===== config.mk =====
export PLATFORM = sky130hd
export DESIGN_NAME = btr_top
export DESIGN_NICKNAME = d
export VERILOG_FILES = /design/src/btr_pkg.sv /design/src/btr_top.sv /design/src/btr_stack.sv /design/src/btr_freeze.sv
export VERILOG_INCLUDE_DIRS = /design/src
export SDC_FILE = /design/constraint.sdc
export NUM_CORES = 2
export LEC_CHECK = 0
export BUFFER_PORTS_ARGS = -buffer_cell sky130_fd_sc_hd__buf_2
export CELL_PAD_IN_SITES_DETAIL_PLACEMENT = 1
export CELL_PAD_IN_SITES_GLOBAL_PLACEMENT = 1
export CORE_UTILIZATION = 51
export DETAILED_ROUTE_END_ITERATION = 16
export HOLD_SLACK_MARGIN = 0.05
export PLACE_DENSITY = 0.84
export SYNTH_ARGS = -nofsm -noshare
export SYNTH_HDL_FRONTEND = slang
export SYNTH_SLANG_ARGS = --single-unit

===== constraint.sdc =====
create_clock -name clk_i -period 10.77 [get_ports clk_i]
set_clock_uncertainty 0.2 [all_clocks]
set_input_delay 1.077 -clock clk_i [delete_from_list [all_inputs] [get_ports clk_i]]
set_output_delay 1.077 -clock clk_i [all_outputs]
set_load 0.005 [all_outputs]

===== src/btr_consts.svh =====
// Offsets, field positions and counts of the branch trace recorder.
// Assumes inclusion by bare name from package and modules alike.
`ifndef BTR_CONSTS_SVH
`define BTR_CONSTS_SVH

// -----------------------------------------------------------------
// Register offsets (word index)
// -----------------------------------------------------------------
`define BTR_OFF_DEBUG_CONTROL   8'h00
`define BTR_OFF_STACK_TOP       8'h01
`define BTR_OFF_GLOBAL_CNT_EN   8'h02
`define BTR_OFF_FEATURE         8'h03
`define BTR_OFF_STATUS          8'h04
`define BTR_OFF_SRC_BASE        8'h40
`define BTR_OFF_DST_BASE        8'h80
`define BTR_OFF_STACK_MASK      8'hc0

// -----------------------------------------------------------------
// Debug control fields
// -----------------------------------------------------------------
`define BTR_BIT_RECORD_EN       0
`define BTR_BIT_MSG_EN          6
`define BTR_BIT_STORE_EN        7
`define BTR_BIT_STORE_IRQ_EN    8
`define BTR_BIT_SUPPR_SUPER     9
`define BTR_BIT_SUPPR_USER      10
`define BTR_BIT_FREEZE_REC      11
`define BTR_BIT_FREEZE_CNT      12
`define BTR_DEBUG_CONTROL_MASK  64'h0000_0000_0000_1fc1
`define BTR_DEBUG_CONTROL_RST   64'h0
`define BTR_FEATURE_PRIV_BIT    4

// Counter interrupt enables
`define BTR_EVTSEL_IRQ_BIT      20
`define BTR_FIXED_IRQ_BIT       2
`define BTR_FIXED_FIELD_W       4

// -----------------------------------------------------------------
// Sizes
// -----------------------------------------------------------------
`define BTR_STACK_DEPTH         16
`define BTR_GP_COUNTERS         4
`define BTR_FIXED_COUNTERS      3
`define BTR_STORE_DEPTH         64
`define BTR_STORE_THRESHOLD     60

`endif


===== src/btr_pkg.sv =====
// Types shared by the branch trace recorder modules.
// Assumes btr_consts.svh on the include path.
`include "btr_consts.svh"
package btr_pkg;

    typedef enum logic [1:0] {
        BTR_EV_BRANCH    = 2'b00,
        BTR_EV_INTERRUPT = 2'b01,
        BTR_EV_EXCEPTION = 2'b10
    } btr_kind_e;

    typedef struct packed {
        logic [63:0] src;
        logic [63:0] dst;
        btr_kind_e   kind;
    } btr_rec_s;

    typedef struct packed {
        logic [7:0]  addr;
        logic [63:0] wdata;
        logic        wr;
        logic        rd;
    } btr_bus_s;

endpackage


===== src/btr_top.sv =====
// Branch trace recorder: record stack, trace messages, trace store, freeze.
// Assumes core events arrive as one-cycle pulses on clk_i.
`timescale 1ns/1ps
`default_nettype none
`include "btr_consts.svh"
module btr_top
    import btr_pkg::*;
#(
    parameter int DEPTH       = `BTR_STACK_DEPTH,
    parameter int NGP         = `BTR_GP_COUNTERS,
    parameter int NFIX        = `BTR_FIXED_COUNTERS,
    parameter bit FULL_OPTION = 1'b1,
    parameter bit FSB_PRESENT = 1'b1,
    parameter int STORE_DEPTH = `BTR_STORE_DEPTH,
    parameter int STORE_THR   = `BTR_STORE_THRESHOLD
) (
    input  wire logic                               clk_i,
    input  wire logic                               rst_i,
    // Register port
    input  wire logic [7:0]                         reg_addr_i,
    input  wire logic [63:0]                        reg_wdata_i,
    input  wire logic                               reg_wr_i,
    input  wire logic                               reg_rd_i,
    output logic [63:0]                             reg_rdata_o,
    // Core events
    input  wire logic                               branch_i,
    input  wire btr_kind_e                          kind_i,
    input  wire logic [63:0]                        src_ip_i,
    input  wire logic [63:0]                        dst_ip_i,
    input  wire logic                               coincident_branch_i,
    input  wire logic [63:0]                        coincident_src_i,
    input  wire logic [63:0]                        coincident_dst_i,
    input  wire logic                               debug_exc_i,
    input  wire logic [1:0]                         current_privilege_level_i,
    // Counters
    input  wire logic [NGP-1:0]                     gp_ovf_i,
    input  wire logic [NGP-1:0]                     gp_irq_en_i,
    input  wire logic [NFIX-1:0]                    fix_ovf_i,
    input  wire logic [NFIX*`BTR_FIXED_FIELD_W-1:0] fix_ctrl_i,
    input  wire logic                               sample_thr_i,
    output logic [63:0]                             global_counter_enable_o,
    // System bus trace message
    output logic                                    msg_valid_o,
    output btr_rec_s                                msg_o,
    // Trace store
    output logic                                    store_valid_o,
    output btr_rec_s                                store_rec_o,
    output logic [$clog2(STORE_DEPTH)-1:0]          store_index_o,
    output logic                                    store_irq_o,
    output logic                                    perf_monitor_interrupt_o
);
    localparam int PW = $clog2(DEPTH);
    localparam int SW = $clog2(STORE_DEPTH);

    logic [63:0]   debug_control_r;
    logic [63:0]   global_counter_enable_r;
    logic [SW-1:0] store_index_r;
    logic          store_irq_r;
    logic          store_full_r;
    logic          coinc_pend_r;
    btr_rec_s      coinc_rec_r;
    logic          msg_valid_r;
    btr_rec_s      msg_r;
    logic          store_valid_r;
    btr_rec_s      store_rec_r;
    logic [63:0]   rdata_r;

    logic          rec_en;
    logic          msg_en;
    logic          store_en;
    logic          suppressed;
    logic          ev_take;
    logic          ev_pulse;
    btr_rec_s      ev_rec;
    logic          stack_push;
    logic          perf_monitor_interrupt;
    logic          store_thr;
    logic [PW-1:0] top;
    logic [PW-1:0] rd_idx;
    logic [63:0]   rd_src;
    logic [63:0]   rd_dst;
    logic [63:0]   ctrl_wmask;

    assign rec_en   = debug_control_r[`BTR_BIT_RECORD_EN];
    assign msg_en   = debug_control_r[`BTR_BIT_MSG_EN];
    assign store_en = debug_control_r[`BTR_BIT_STORE_EN];

    // -----------------------------------------------------------------
    // Event sequencing
    // -----------------------------------------------------------------
    // A coincident branch is held and sent one cycle after the interrupt or
    // exception record; a further event in that cycle is served first and the
    // held one waits, so nothing is dropped while events are spaced.
    assign ev_take  = branch_i & ~debug_exc_i;
    assign ev_pulse = ev_take | coinc_pend_r;

    always_comb begin
        ev_rec = coinc_rec_r;
        if (ev_take) begin
            ev_rec.src  = src_ip_i;
            ev_rec.dst  = dst_ip_i;
            ev_rec.kind = kind_i;
        end
    end

    always_ff @(posedge clk_i) begin
        if (rst_i) begin
            coinc_pend_r <= 1'b0;
            coinc_rec_r  <= '0;
        end else if (ev_take && coincident_branch_i && kind_i != BTR_EV_BRANCH) begin
            coinc_pend_r     <= 1'b1;
            coinc_rec_r.src  <= coincident_src_i;
            coinc_rec_r.dst  <= coincident_dst_i;
            coinc_rec_r.kind <= BTR_EV_BRANCH;
        end else if (!ev_take) begin
            coinc_pend_r <= 1'b0;
        end
    end

    // Privilege 0 is supervisor, anything above is user
    assign suppressed = (current_privilege_level_i == 2'h0)
                      ? debug_control_r[`BTR_BIT_SUPPR_SUPER]
                      : debug_control_r[`BTR_BIT_SUPPR_USER];

    // Restricted option leaves the stack frozen while messages run
    assign stack_push = ev_pulse
                      & (FULL_OPTION ? (rec_en | msg_en) : (rec_en & ~msg_en));

    // -----------------------------------------------------------------
    // Record stack
    // -----------------------------------------------------------------
    assign rd_idx = reg_addr_i[PW-1:0];

    btr_stack #(
        .DEPTH (DEPTH)
    ) u_stack (
        .clk_i    (clk_i),
        .rst_i    (rst_i),
        .push_i   (stack_push),
        .rec_i    (ev_rec),
        .rd_idx_i (rd_idx),
        .rd_src_o (rd_src),
        .rd_dst_o (rd_dst),
        .top_o    (top)
    );

    // -----------------------------------------------------------------
    // Trace message and trace store outputs
    // -----------------------------------------------------------------
    always_ff @(posedge clk_i) begin
        if (rst_i) begin
            msg_valid_r <= 1'b0;
            msg_r       <= '0;
        end else begin
            msg_valid_r <= ev_pulse & msg_en & ~suppressed & FSB_PRESENT;
            if (ev_pulse) begin
                msg_r <= ev_rec;
            end
        end
    end

    always_ff @(posedge clk_i) begin
        if (rst_i) begin
            store_valid_r <= 1'b0;
            store_rec_r   <= '0;
            store_index_r <= '0;
            store_full_r  <= 1'b0;
        end else begin
            store_valid_r <= 1'b0;
            // Rearm first so a record landing in the same cycle wins, unless store_full_r already blocks it
            if (reg_wr_i && reg_addr_i == `BTR_OFF_STATUS) begin
                store_full_r  <= 1'b0;
                store_index_r <= '0;
            end
            if (ev_pulse && store_en && !suppressed && !store_full_r) begin
                store_valid_r <= 1'b1;
                store_rec_r   <= ev_rec;
                if (store_index_r == SW'(STORE_DEPTH - 1)) begin
                    store_index_r <= '0;
                    store_full_r  <= debug_control_r[`BTR_BIT_STORE_IRQ_EN];
                end else begin
                    store_index_r <= store_index_r + 1'b1;
                end
            end
        end
    end

    assign store_thr = store_en & debug_control_r[`BTR_BIT_STORE_IRQ_EN]
                     & (store_index_r >= SW'(STORE_THR) | store_full_r);

    // Threshold interrupt stands until software rearms the store or clears its store or interrupt enable
    always_ff @(posedge clk_i) begin
        if (rst_i) begin
            store_irq_r <= 1'b0;
        end else begin
            store_irq_r <= store_thr;
        end
    end

    // -----------------------------------------------------------------
    // Freeze logic
    // -----------------------------------------------------------------
    btr_freeze #(
        .NGP  (NGP),
        .NFIX (NFIX)
    ) u_freeze (
        .gp_ovf_i     (gp_ovf_i),
        .gp_irq_en_i  (gp_irq_en_i),
        .fix_ovf_i    (fix_ovf_i),
        .fix_ctrl_i   (fix_ctrl_i),
        .sample_thr_i (sample_thr_i),
        .store_thr_i  (store_thr & ~store_irq_r),
        .pmi_o        (perf_monitor_interrupt)
    );

    // -----------------------------------------------------------------
    // Debug control and counter enable registers
    // -----------------------------------------------------------------
    // Restricted option refuses both enables together: message wins
    always_comb begin
        ctrl_wmask = reg_wdata_i & `BTR_DEBUG_CONTROL_MASK;
        if (!FULL_OPTION && ctrl_wmask[`BTR_BIT_MSG_EN]) begin
            ctrl_wmask[`BTR_BIT_RECORD_EN] = 1'b0;
        end
    end

    // Hardware clear is applied after the write, so a freeze wins
    always_ff @(posedge clk_i) begin
        if (rst_i) begin
            debug_control_r <= `BTR_DEBUG_CONTROL_RST;
        end else begin
            if (reg_wr_i && reg_addr_i == `BTR_OFF_DEBUG_CONTROL) begin
                debug_control_r <= ctrl_wmask;
            end
            if (debug_exc_i ||
                (perf_monitor_interrupt && debug_control_r[`BTR_BIT_FREEZE_REC])) begin
                debug_control_r[`BTR_BIT_RECORD_EN] <= 1'b0;
            end
        end
    end

    always_ff @(posedge clk_i) begin
        if (rst_i) begin
            global_counter_enable_r <= '0;
        end else if (perf_monitor_interrupt && debug_control_r[`BTR_BIT_FREEZE_CNT]) begin
            global_counter_enable_r <= '0;
        end else if (reg_wr_i && reg_addr_i == `BTR_OFF_GLOBAL_CNT_EN) begin
            global_counter_enable_r <= reg_wdata_i;
        end
    end

    // -----------------------------------------------------------------
    // Register read
    // -----------------------------------------------------------------
    always_ff @(posedge clk_i) begin
        if (rst_i) begin
            rdata_r <= '0;
        end else if (reg_rd_i) begin
            rdata_r <= '0;
            if (reg_addr_i == `BTR_OFF_DEBUG_CONTROL) begin
                rdata_r <= debug_control_r;
            end else if (reg_addr_i == `BTR_OFF_STACK_TOP) begin
                rdata_r <= 64'(top);
            end else if (reg_addr_i == `BTR_OFF_GLOBAL_CNT_EN) begin
                rdata_r <= global_counter_enable_r;
            end else if (reg_addr_i == `BTR_OFF_FEATURE) begin
                rdata_r[`BTR_FEATURE_PRIV_BIT] <= 1'b1;
            end else if (reg_addr_i == `BTR_OFF_STATUS) begin
                rdata_r <= {62'h0, store_full_r, store_irq_r} | (64'(store_index_r) << 8);
            end else if ((reg_addr_i & `BTR_OFF_STACK_MASK) == `BTR_OFF_SRC_BASE
                         && reg_addr_i[5:0] < 6'(DEPTH)) begin
                rdata_r <= rd_src;
            end else if ((reg_addr_i & `BTR_OFF_STACK_MASK) == `BTR_OFF_DST_BASE
                         && reg_addr_i[5:0] < 6'(DEPTH)) begin
                rdata_r <= rd_dst;
            end
        end
    end

    assign reg_rdata_o              = rdata_r;
    assign global_counter_enable_o  = global_counter_enable_r;
    assign msg_valid_o              = msg_valid_r;
    assign msg_o                    = msg_r;
    assign store_valid_o            = store_valid_r;
    assign store_rec_o              = store_rec_r;
    assign store_index_o            = store_index_r;
    assign store_irq_o              = store_irq_r;
    assign perf_monitor_interrupt_o = perf_monitor_interrupt;
endmodule
`default_nettype wire


===== src/btr_stack.sv =====
// Circular record stack of source/target address pairs.
// Assumes one push per cycle at most from the recorder.
`timescale 1ns/1ps
`default_nettype none
`include "btr_consts.svh"
module btr_stack
    import btr_pkg::*;
#(
    parameter int DEPTH = `BTR_STACK_DEPTH,
    parameter int PW    = $clog2(DEPTH)
) (
    input  wire logic          clk_i,
    input  wire logic          rst_i,
    input  wire logic          push_i,
    input  wire btr_rec_s      rec_i,
    input  wire logic [PW-1:0] rd_idx_i,
    output logic [63:0]        rd_src_o,
    output logic [63:0]        rd_dst_o,
    output logic [PW-1:0]      top_o
);
    logic [63:0]   src_mem [DEPTH];
    logic [63:0]   dst_mem [DEPTH];
    logic [PW-1:0] top_r;
    logic [PW-1:0] top_nxt;

    assign top_nxt = (top_r == PW'(DEPTH - 1)) ? '0 : top_r + 1'b1;

    // -----------------------------------------------------------------
    // Pointer and entries
    // -----------------------------------------------------------------
    always_ff @(posedge clk_i) begin
        if (rst_i) begin
            top_r <= '0;
        end else if (push_i) begin
            top_r <= top_nxt;
        end
    end

    // Entries keep contents through reset; only pointer is defined
    always_ff @(posedge clk_i) begin
        if (push_i) begin
            src_mem[top_nxt] <= rec_i.src;
            dst_mem[top_nxt] <= rec_i.dst;
        end
    end

    assign rd_src_o = src_mem[rd_idx_i];
    assign rd_dst_o = dst_mem[rd_idx_i];
    assign top_o    = top_r;
endmodule
`default_nettype wire


===== src/btr_freeze.sv =====
// Performance-monitoring interrupt request source and freeze detection.
// Assumes overflow pulses come from counters on the same clock.
`timescale 1ns/1ps
`default_nettype none
`include "btr_consts.svh"
module btr_freeze
    import btr_pkg::*;
#(
    parameter int NGP  = `BTR_GP_COUNTERS,
    parameter int NFIX = `BTR_FIXED_COUNTERS
) (
    input  wire logic [NGP-1:0]                     gp_ovf_i,
    input  wire logic [NGP-1:0]                     gp_irq_en_i,
    input  wire logic [NFIX-1:0]                    fix_ovf_i,
    input  wire logic [NFIX*`BTR_FIXED_FIELD_W-1:0] fix_ctrl_i,
    input  wire logic                               sample_thr_i,
    input  wire logic                               store_thr_i,
    output logic                                    pmi_o
);
    logic [NGP-1:0]  gp_hit;
    logic [NFIX-1:0] fix_hit;

    // -----------------------------------------------------------------
    // Per-counter overflow qualification
    // -----------------------------------------------------------------
    for (genvar g = 0; g < NGP; g++) begin : g_gp
        assign gp_hit[g] = gp_ovf_i[g] & gp_irq_en_i[g];
    end
    for (genvar f = 0; f < NFIX; f++) begin : g_fix
        assign fix_hit[f] = fix_ovf_i[f]
                          & fix_ctrl_i[f*`BTR_FIXED_FIELD_W + `BTR_FIXED_IRQ_BIT];
    end

    assign pmi_o = (|gp_hit) | (|fix_hit) | sample_thr_i | store_thr_i;
endmodule
`default_nettype wire


# Word level (Yosys, flattened, before mapping)
# Memories as Yosys holds them, arrays and structs flattened.
# Cells that the tools add are included.
[word_totals]
latchBits = 0
romBits = 0
register_bits = 539
wordCells = 104
mem_bits_rw = 2048
n_memories = 2
[classes]
magnitude_cmp = 2
bitwise = 24
div_mod_pow = 0
n_mul = 0
n_reduce_logical = 23
mux = 23
eq_ne = 9
n_shift = 0
addsub = 2
[mem_list]
columns = ["name", "depth", "width", "read_ports", "rd_ports_with_merged_regs", "write_ports", "line", "source"]
rows = [
  ["u_stack.dst_mem", 16, 64, 1, 0, 1, "btr_stack.sv:22", "logic [63:0] dst_mem [DEPTH];"],
  ["u_stack.src_mem", 16, 64, 1, 0, 1, "btr_stack.sv:21", "logic [63:0] src_mem [DEPTH];"],
]
[op_table]
columns = ["cell", "n"]
rows = [
  ["64-bit two-way mux", 6],
  ["130-bit two-way mux", 1],
  ["59-bit two-way mux", 1],
  ["6-bit two-way mux", 3],
  ["8-bit by 2-bit == test with 1-bit output, second input constant", 2],
  ["1-bit AND", 14],
  ["2-bit by 14-bit bitwise OR with 14-bit output", 1],
  ["1-bit logical AND", 12],
  ["1-bit two-way mux", 10],
  ["8-bit by 1-bit == test with 1-bit output, second input constant", 1],
  ["8-bit by 3-bit == test with 1-bit output, second input constant", 1],
  ["8-bit logical NOT", 1],
  ["4-bit two-way mux", 2],
  ["6-bit by 1-bit adder with 6-bit output, second input constant", 1],
  ["6-bit == test, second input constant", 1],
  ["6-bit greater-or-equal comparator, second input constant", 1],
  ["6-bit by 5-bit less-than comparator with 1-bit output, second input constant", 1],
  ["1-bit bitwise OR", 6],
  ["4-bit by 1-bit adder with 4-bit output, second input constant", 1],
  ["4-bit == test, second input constant", 1],
  ["2-bit nonzero test", 2],
  ["2-bit OR reduction", 2],
  ["4-bit OR reduction", 1],
  ["1-bit NOT", 3],
  ["7 further kinds", 8],
]

# Logic depth before layout (Yosys ltp)
[depth]
depth_word = 9
mapped_depth = 9
depth_no_buf = 6

# By module
# A second synthesis with hierarchy kept.
[unflattened]
cells_unflattened = 5942
area_unflattened_um2 = 98994.9
[modules_own_cells]
columns = ["module", "seq_area_each_um2", "n_inst", "area_each_um2", "cells_per_inst"]
rows = [
  ["btr_stack", 61579.1, 1, 77500.6, 3407],
  ["btr_top", 10710.3, 1, 21453.1, 2530],
  ["btr_freeze", 0.0, 1, 41.3, 5],
]

# Least setup slack after synthesis
# Ideal clock, no wire load.
[synth_timing]
path_type = "input to register"
from = "input port debug_exc_i"
to = "memory u_stack.dst_mem[15][0] (enable)"
path_stages = 4
required_time_ps = 9939
slack_ps = 2380
arrival_ps = 7559
n_path_buf = 0
cell_sequence = "nand2b_1 -> a21oi_1 -> nand2_1 -> nor2b_1"
[synth_via]
elab_chain_len = 6
[synth_rtl]
columns = ["element", "line", "source"]
rows = [
  ["start: declaration", "btr_top.sv:33", "input wire logic debug_exc_i,"],
  ["1-bit NOT", "btr_top.sv:94", "assign ev_take = branch_i & ~debug_exc_i;"],
  ["1-bit AND", "btr_top.sv:94", ""],
  ["1-bit bitwise OR", "btr_top.sv:95", "assign ev_pulse = ev_take | coinc_pend_r;"],
  ["1-bit AND", "btr_top.sv:127", "& (FULL_OPTION ? (rec_en | msg_en) : (rec_en & ~msg_en));"],
  ["1-bit two-way mux", "btr_stack.sv:41", "if (push_i) begin"],
  ["1-bit two-way mux (not written as such)", "btr_stack.sv:43", "dst_mem[top_nxt] <= rec_i.dst;"],
  ["end: declaration", "btr_stack.sv:22", ""],
]
# Every way passes these cells.

# Worst setup path after layout
[layout_timing]
from = "input port reg_addr_i[1]"
to = "register rdata_r[2], in the netlist reg_rdata_o[2]"
[layout_via]
elab_chain_len = 9
elab_cells_between_ends = 17
[layout_rtl]
columns = ["element", "line", "source"]
rows = [
  ["start: declaration", "btr_top.sv:20", "input wire logic [7:0] reg_addr_i,"],
  ["6-bit by 5-bit less-than comparator with 1-bit output", "btr_top.sv:271, btr_top.sv:274", ""],
  ["1-bit logical AND", "btr_top.sv:273", "end else if ((reg_addr_i & `BTR_OFF_STACK_MASK) == `BTR_OFF_DST_BASE"],
  ["64-bit two-way mux", "btr_top.sv:273", ""],
  ["64-bit two-way mux", "btr_top.sv:270", "end else if ((reg_addr_i & `BTR_OFF_STACK_MASK) == `BTR_OFF_SRC_BASE"],
  ["64-bit two-way mux", "btr_top.sv:268", "end else if (reg_addr_i == `BTR_OFF_STATUS) begin"],
  ["4-bit two-way mux", "btr_top.sv:266", "end else if (reg_addr_i == `BTR_OFF_FEATURE) begin"],
  ["64-bit two-way mux", "btr_top.sv:264", "end else if (reg_addr_i == `BTR_OFF_GLOBAL_CNT_EN) begin"],
  ["64-bit two-way mux", "btr_top.sv:262", "end else if (reg_addr_i == `BTR_OFF_STACK_TOP) begin"],
  ["64-bit two-way mux *", "btr_top.sv:260", "if (reg_addr_i == `BTR_OFF_DEBUG_CONTROL) begin"],
  ["end signal: assignment", "btr_top.sv:261", "rdata_r <= debug_control_r;"],
  ["end signal: assignment", "btr_top.sv:263", "rdata_r <= 64'(top);"],
  ["end signal: assignment", "btr_top.sv:265", "rdata_r <= global_counter_enable_r;"],
  ["end: declaration", "btr_top.sv:66", "logic [63:0] rdata_r;"],
]
# Mark *: on every way between the ends. The rest lies on a longest branch, timed or not.
# A chain may end at the register's enable or synchronous reset.

==> flow_metrics.env <==
export IMPL_status="completed"
export IMPL_fp_dieH_um=441
export IMPL_die_x_um=441
export IMPL_insertion_delay_ns=0.91
export IMPL_fin_util=0.594
export IMPL_pre_cts_ws_ns=4.36
export IMPL_setup_tns_ns=0
export IMPL_synth_seq_area_share=0.737
export IMPL_cp_end_kind="flop"
export IMPL_drt_pass1_iter_count=6
export IMPL_cts_sinks=2587
export IMPL_grt_pass1_wl_um=435000
export IMPL_core_rowCount=160
export IMPL_dr_first_iter_drc_count=6152
export IMPL_rsz0062_at_grt="no"
export IMPL_cp_start_kind="input pin"
export IMPL_grt_overflow_total=0
export IMPL_dp_hpwl_um=174000
export IMPL_clockRootBuffer="clkbuf_16"
export IMPL_fin_crit_sh=0.521
export IMPL_relSlewSlack=0.0524
export IMPL_cts_made_buffers=277
export IMPL_drive_gt1_frac=0.274
export IMPL_antenna_found_initial=23
export IMPL_crit_type="input pin to flop"
export IMPL_ir_drop_uv=128
export IMPL_port_buffers=751
export IMPL_cts_hold_buf=0
export IMPL_hp_class="input pin to flop"
export IMPL_nets=6724
export IMPL_yosys_warnings=0
export IMPL_dp_cells=8587
export IMPL_timing_final_hold_violations=0
export IMPL_max_clock_freq_ghz=0.178
export IMPL_power_mw=21.2
export IMPL_wl_um=309000
export IMPL_fin_area_sq_um=113000
export IMPL_static_leakage_power_nw=40.2
export IMPL_netlist_top_cell_by_area="edfxtp_1"
export IMPL_period_minus_slack_ns=5.61
export IMPL_post_cts_buffers=0
export IMPL_grt_start_max_net_pins=110
export IMPL_fin_cells=9077
export IMPL_critPathRequiredTime_ns=11.34
export IMPL_ys_ff_latch=2587
export IMPL_fp_dieArea_sq_um=194000
export IMPL_synth_ff_type="edfxtp_1"
export IMPL_viasPerCell=6.45
export IMPL_worst_pin_slew_ns=1.40
export IMPL_ant_nets=0
export IMPL_finalSetupViolCount=0
export IMPL_gr_usage_all_layers=0.314
export IMPL_whs_path_depth=3
export IMPL_cp_cell_sequence="buf_8 -> buf_4 -> buf_4 -> buf_4 -> mux4_2 -> mux2i_1 -> nor2_1 -> o2111ai_1 -> a21oi_1"
export IMPL_critPathMaxStageDelay_ns=1.00
export IMPL_gp_congestion=0.850
export IMPL_async_flop_share=0
export IMPL_syn2layout_area_growth_pct=15.5
export IMPL_n_fill_cell=17000
export IMPL_htreeDepth=5
export IMPL_critPathMostFrequentCell="buf_4"
export IMPL_rr_worst_depth=6
export IMPL_boundaryPins=761
export IMPL_netlist_area_leader_share=0.627
export IMPL_cts_tree="yes"
export IMPL_setup_ws_ns=5.16
export IMPL_synthTopCellsByArea="edfxtp_1, mux4_2, dfxtp_1, mux2i_1, a211oi_1"
export IMPL_syn_avg_cell_area_sq_um=17.6
export IMPL_vias=58500
export IMPL_syn_nets=5937
export IMPL_cts_resized_gates=0
export IMPL_grt_pass1_vias=61800
export IMPL_drc_errors=0
export IMPL_holdWs_ns=0.190
export IMPL_slowest_stage="buf_4"
export IMPL_synth_edf_count=2048
export IMPL_crit_fanout=103
export IMPL_power_density_nw_per_um2=187
export IMPL_maxCapViolations=0
export IMPL_clockBufferDepth=4
export IMPL_design_core_area_sq_um=191000
export IMPL_synthCells=5568
export IMPL_cts_clk_slew_worst_paths_ns=0.06
export IMPL_cp_data_arrival_time_ns=6.19
export IMPL_dpl_cell_area_sq_um=105000
export IMPL_synth_cell_types=59
export IMPL_post_drt_wl_per_cell_um=34.0
export IMPL_slew_viol_final=0
export IMPL_initial_utilization=0.515
export IMPL_synth_area_sq_um=98100
## kinds of logic (layout without fill, tap and decap cells)
| logic type | count (synthesis) | in the layout | synth area share |
|---|---|---|---|
| buffers and inverters | 497 | 1478 | 0.0207 |
| adders and majority gates | 6 | 6 | 0.000766 |
| xor gates and xnor gates | 1 | 1 | 0.0000893 |
| other | 0 | 17 | 0 |
| muxes | 872 | 872 | 0.154 |
| DFF | 2587 | 2587 | 0.737 |
| and+or+nand+nor | 859 | 859 | 0.0363 |
| AOI/OAI and AO/OA | 746 | 746 | 0.0506 |
## registers in the layout, indices dropped and copies added (netlist names), 4 cells and up
register,cells
store_index_o,6
coinc_rec_r,128
u_stack.dst_mem,1024
msg_o,130
u_stack.top_o,4
debug_control_r,8
store_rec_o,130
reg_rdata_o,64
global_counter_enable_o,64
u_stack.src_mem,1024
## layout by cell type (no fill, tap or decap), drive strengths merged, types with 103 or more instances in the layout
cell type	Yosys	layout
dfxtp	539	539
mux4	512	512
mux2i	359	359
buf	147	868
a211oi	265	265
nor2	315	315
inv	136	142
clkbuf	214	368
edfxtp	2048	2048
a21oi	228	228
o22ai	103	103
nand2	427	427
## per-layer routing
layer,global-route usage,share of wire,vias up
li1,-,-,23500
met1,0.376,0.35,30600
met2,0.536,0.50,3537
met3,0.0588,0.078,945
met4,0.179,0.066,14
met5,0,0.00040,-
## where the power goes
| group | switching [mW] | internal (mW) |
|---|---|---|
| clock network | 3.89 | 5.39 |
| registers | 0.0360 | 10.8 |
| logic | 0.641 | 0.369 |
| total | 4.56 | 16.6 |
## cells in the mapped netlist (2+ instances only)
library cell     n
and3_1           6
a31oi_1          4
o21ai_0         21
o22ai_1        103
or3_1           53
mux2i_1        359
o31ai_1          2
clkbuf_1       214
a2111oi_0        2
nand2_1        426
o22a_1           2
nand3_1         16
a211oi_1       265
o211ai_1         4
a311oi_1         4
and2_1           2
inv_1          136
o2111ai_1        3
a221oi_1        10
buf_2           90
nand2b_1         5
nor2b_1         15
nor4_1           2
buf_1           48
a22o_1          63
buf_4            4
a21oi_1        228
nor4b_2          2
edfxtp_1      2048
nor2_1         315
dfxtp_1        539
ha_1             6
o41ai_1          7
a41oi_1          3
mux4_2         512
nor3_1           2
a22oi_1         19
buf_6            5
or4_1            2
nand4_1          2
## critical path, delay by kind of cell
family	cells	cell delay (ns)
compound gates	2	0.47
buf+inv	4	3.49
mux	2	0.77
simple gates	1	0.10
## layout make-up
type / count / area [sq um] / share of cell area
Clock buffer: 367 / 7530 / 0.0665
Clock inverter: 106 / 1070 / 0.00949
Tap cell: 2511 / 3140 / 0.0277
Sequential cell: 2587 / 72300 / 0.638
Inverter: 136 / 510 / 0.00451
Multi-Input combinational cell: 2484 / 24000 / 0.212
Timing Repair Buffer: 869 / 4730 / 0.0417
Antenna cell: 17 / 42.5 / 0.000376
## final timing paths
path / from / endpoint / slack [ns]
hold / removal: reg_wdata_i[48] / global_counter_enable_o[48]$_SDFFE_PP0P_ / 0.19
setup / recovery: reg_addr_i[1] / reg_rdata_o[2]$_SDFFE_PP0P_ / 5.16
setup reg to reg: coinc_pend_r$_SDFFE_PP0P_ / u_stack.src_mem[8][39]$_DFFE_PP_ / 5.98
hold reg to reg: coinc_rec_r[98]$_SDFFE_PP0P_ / coinc_rec_r[98]$_SDFFE_PP0P_ / 0.26
No activity file was read; power rests on OpenSTA's default activity.
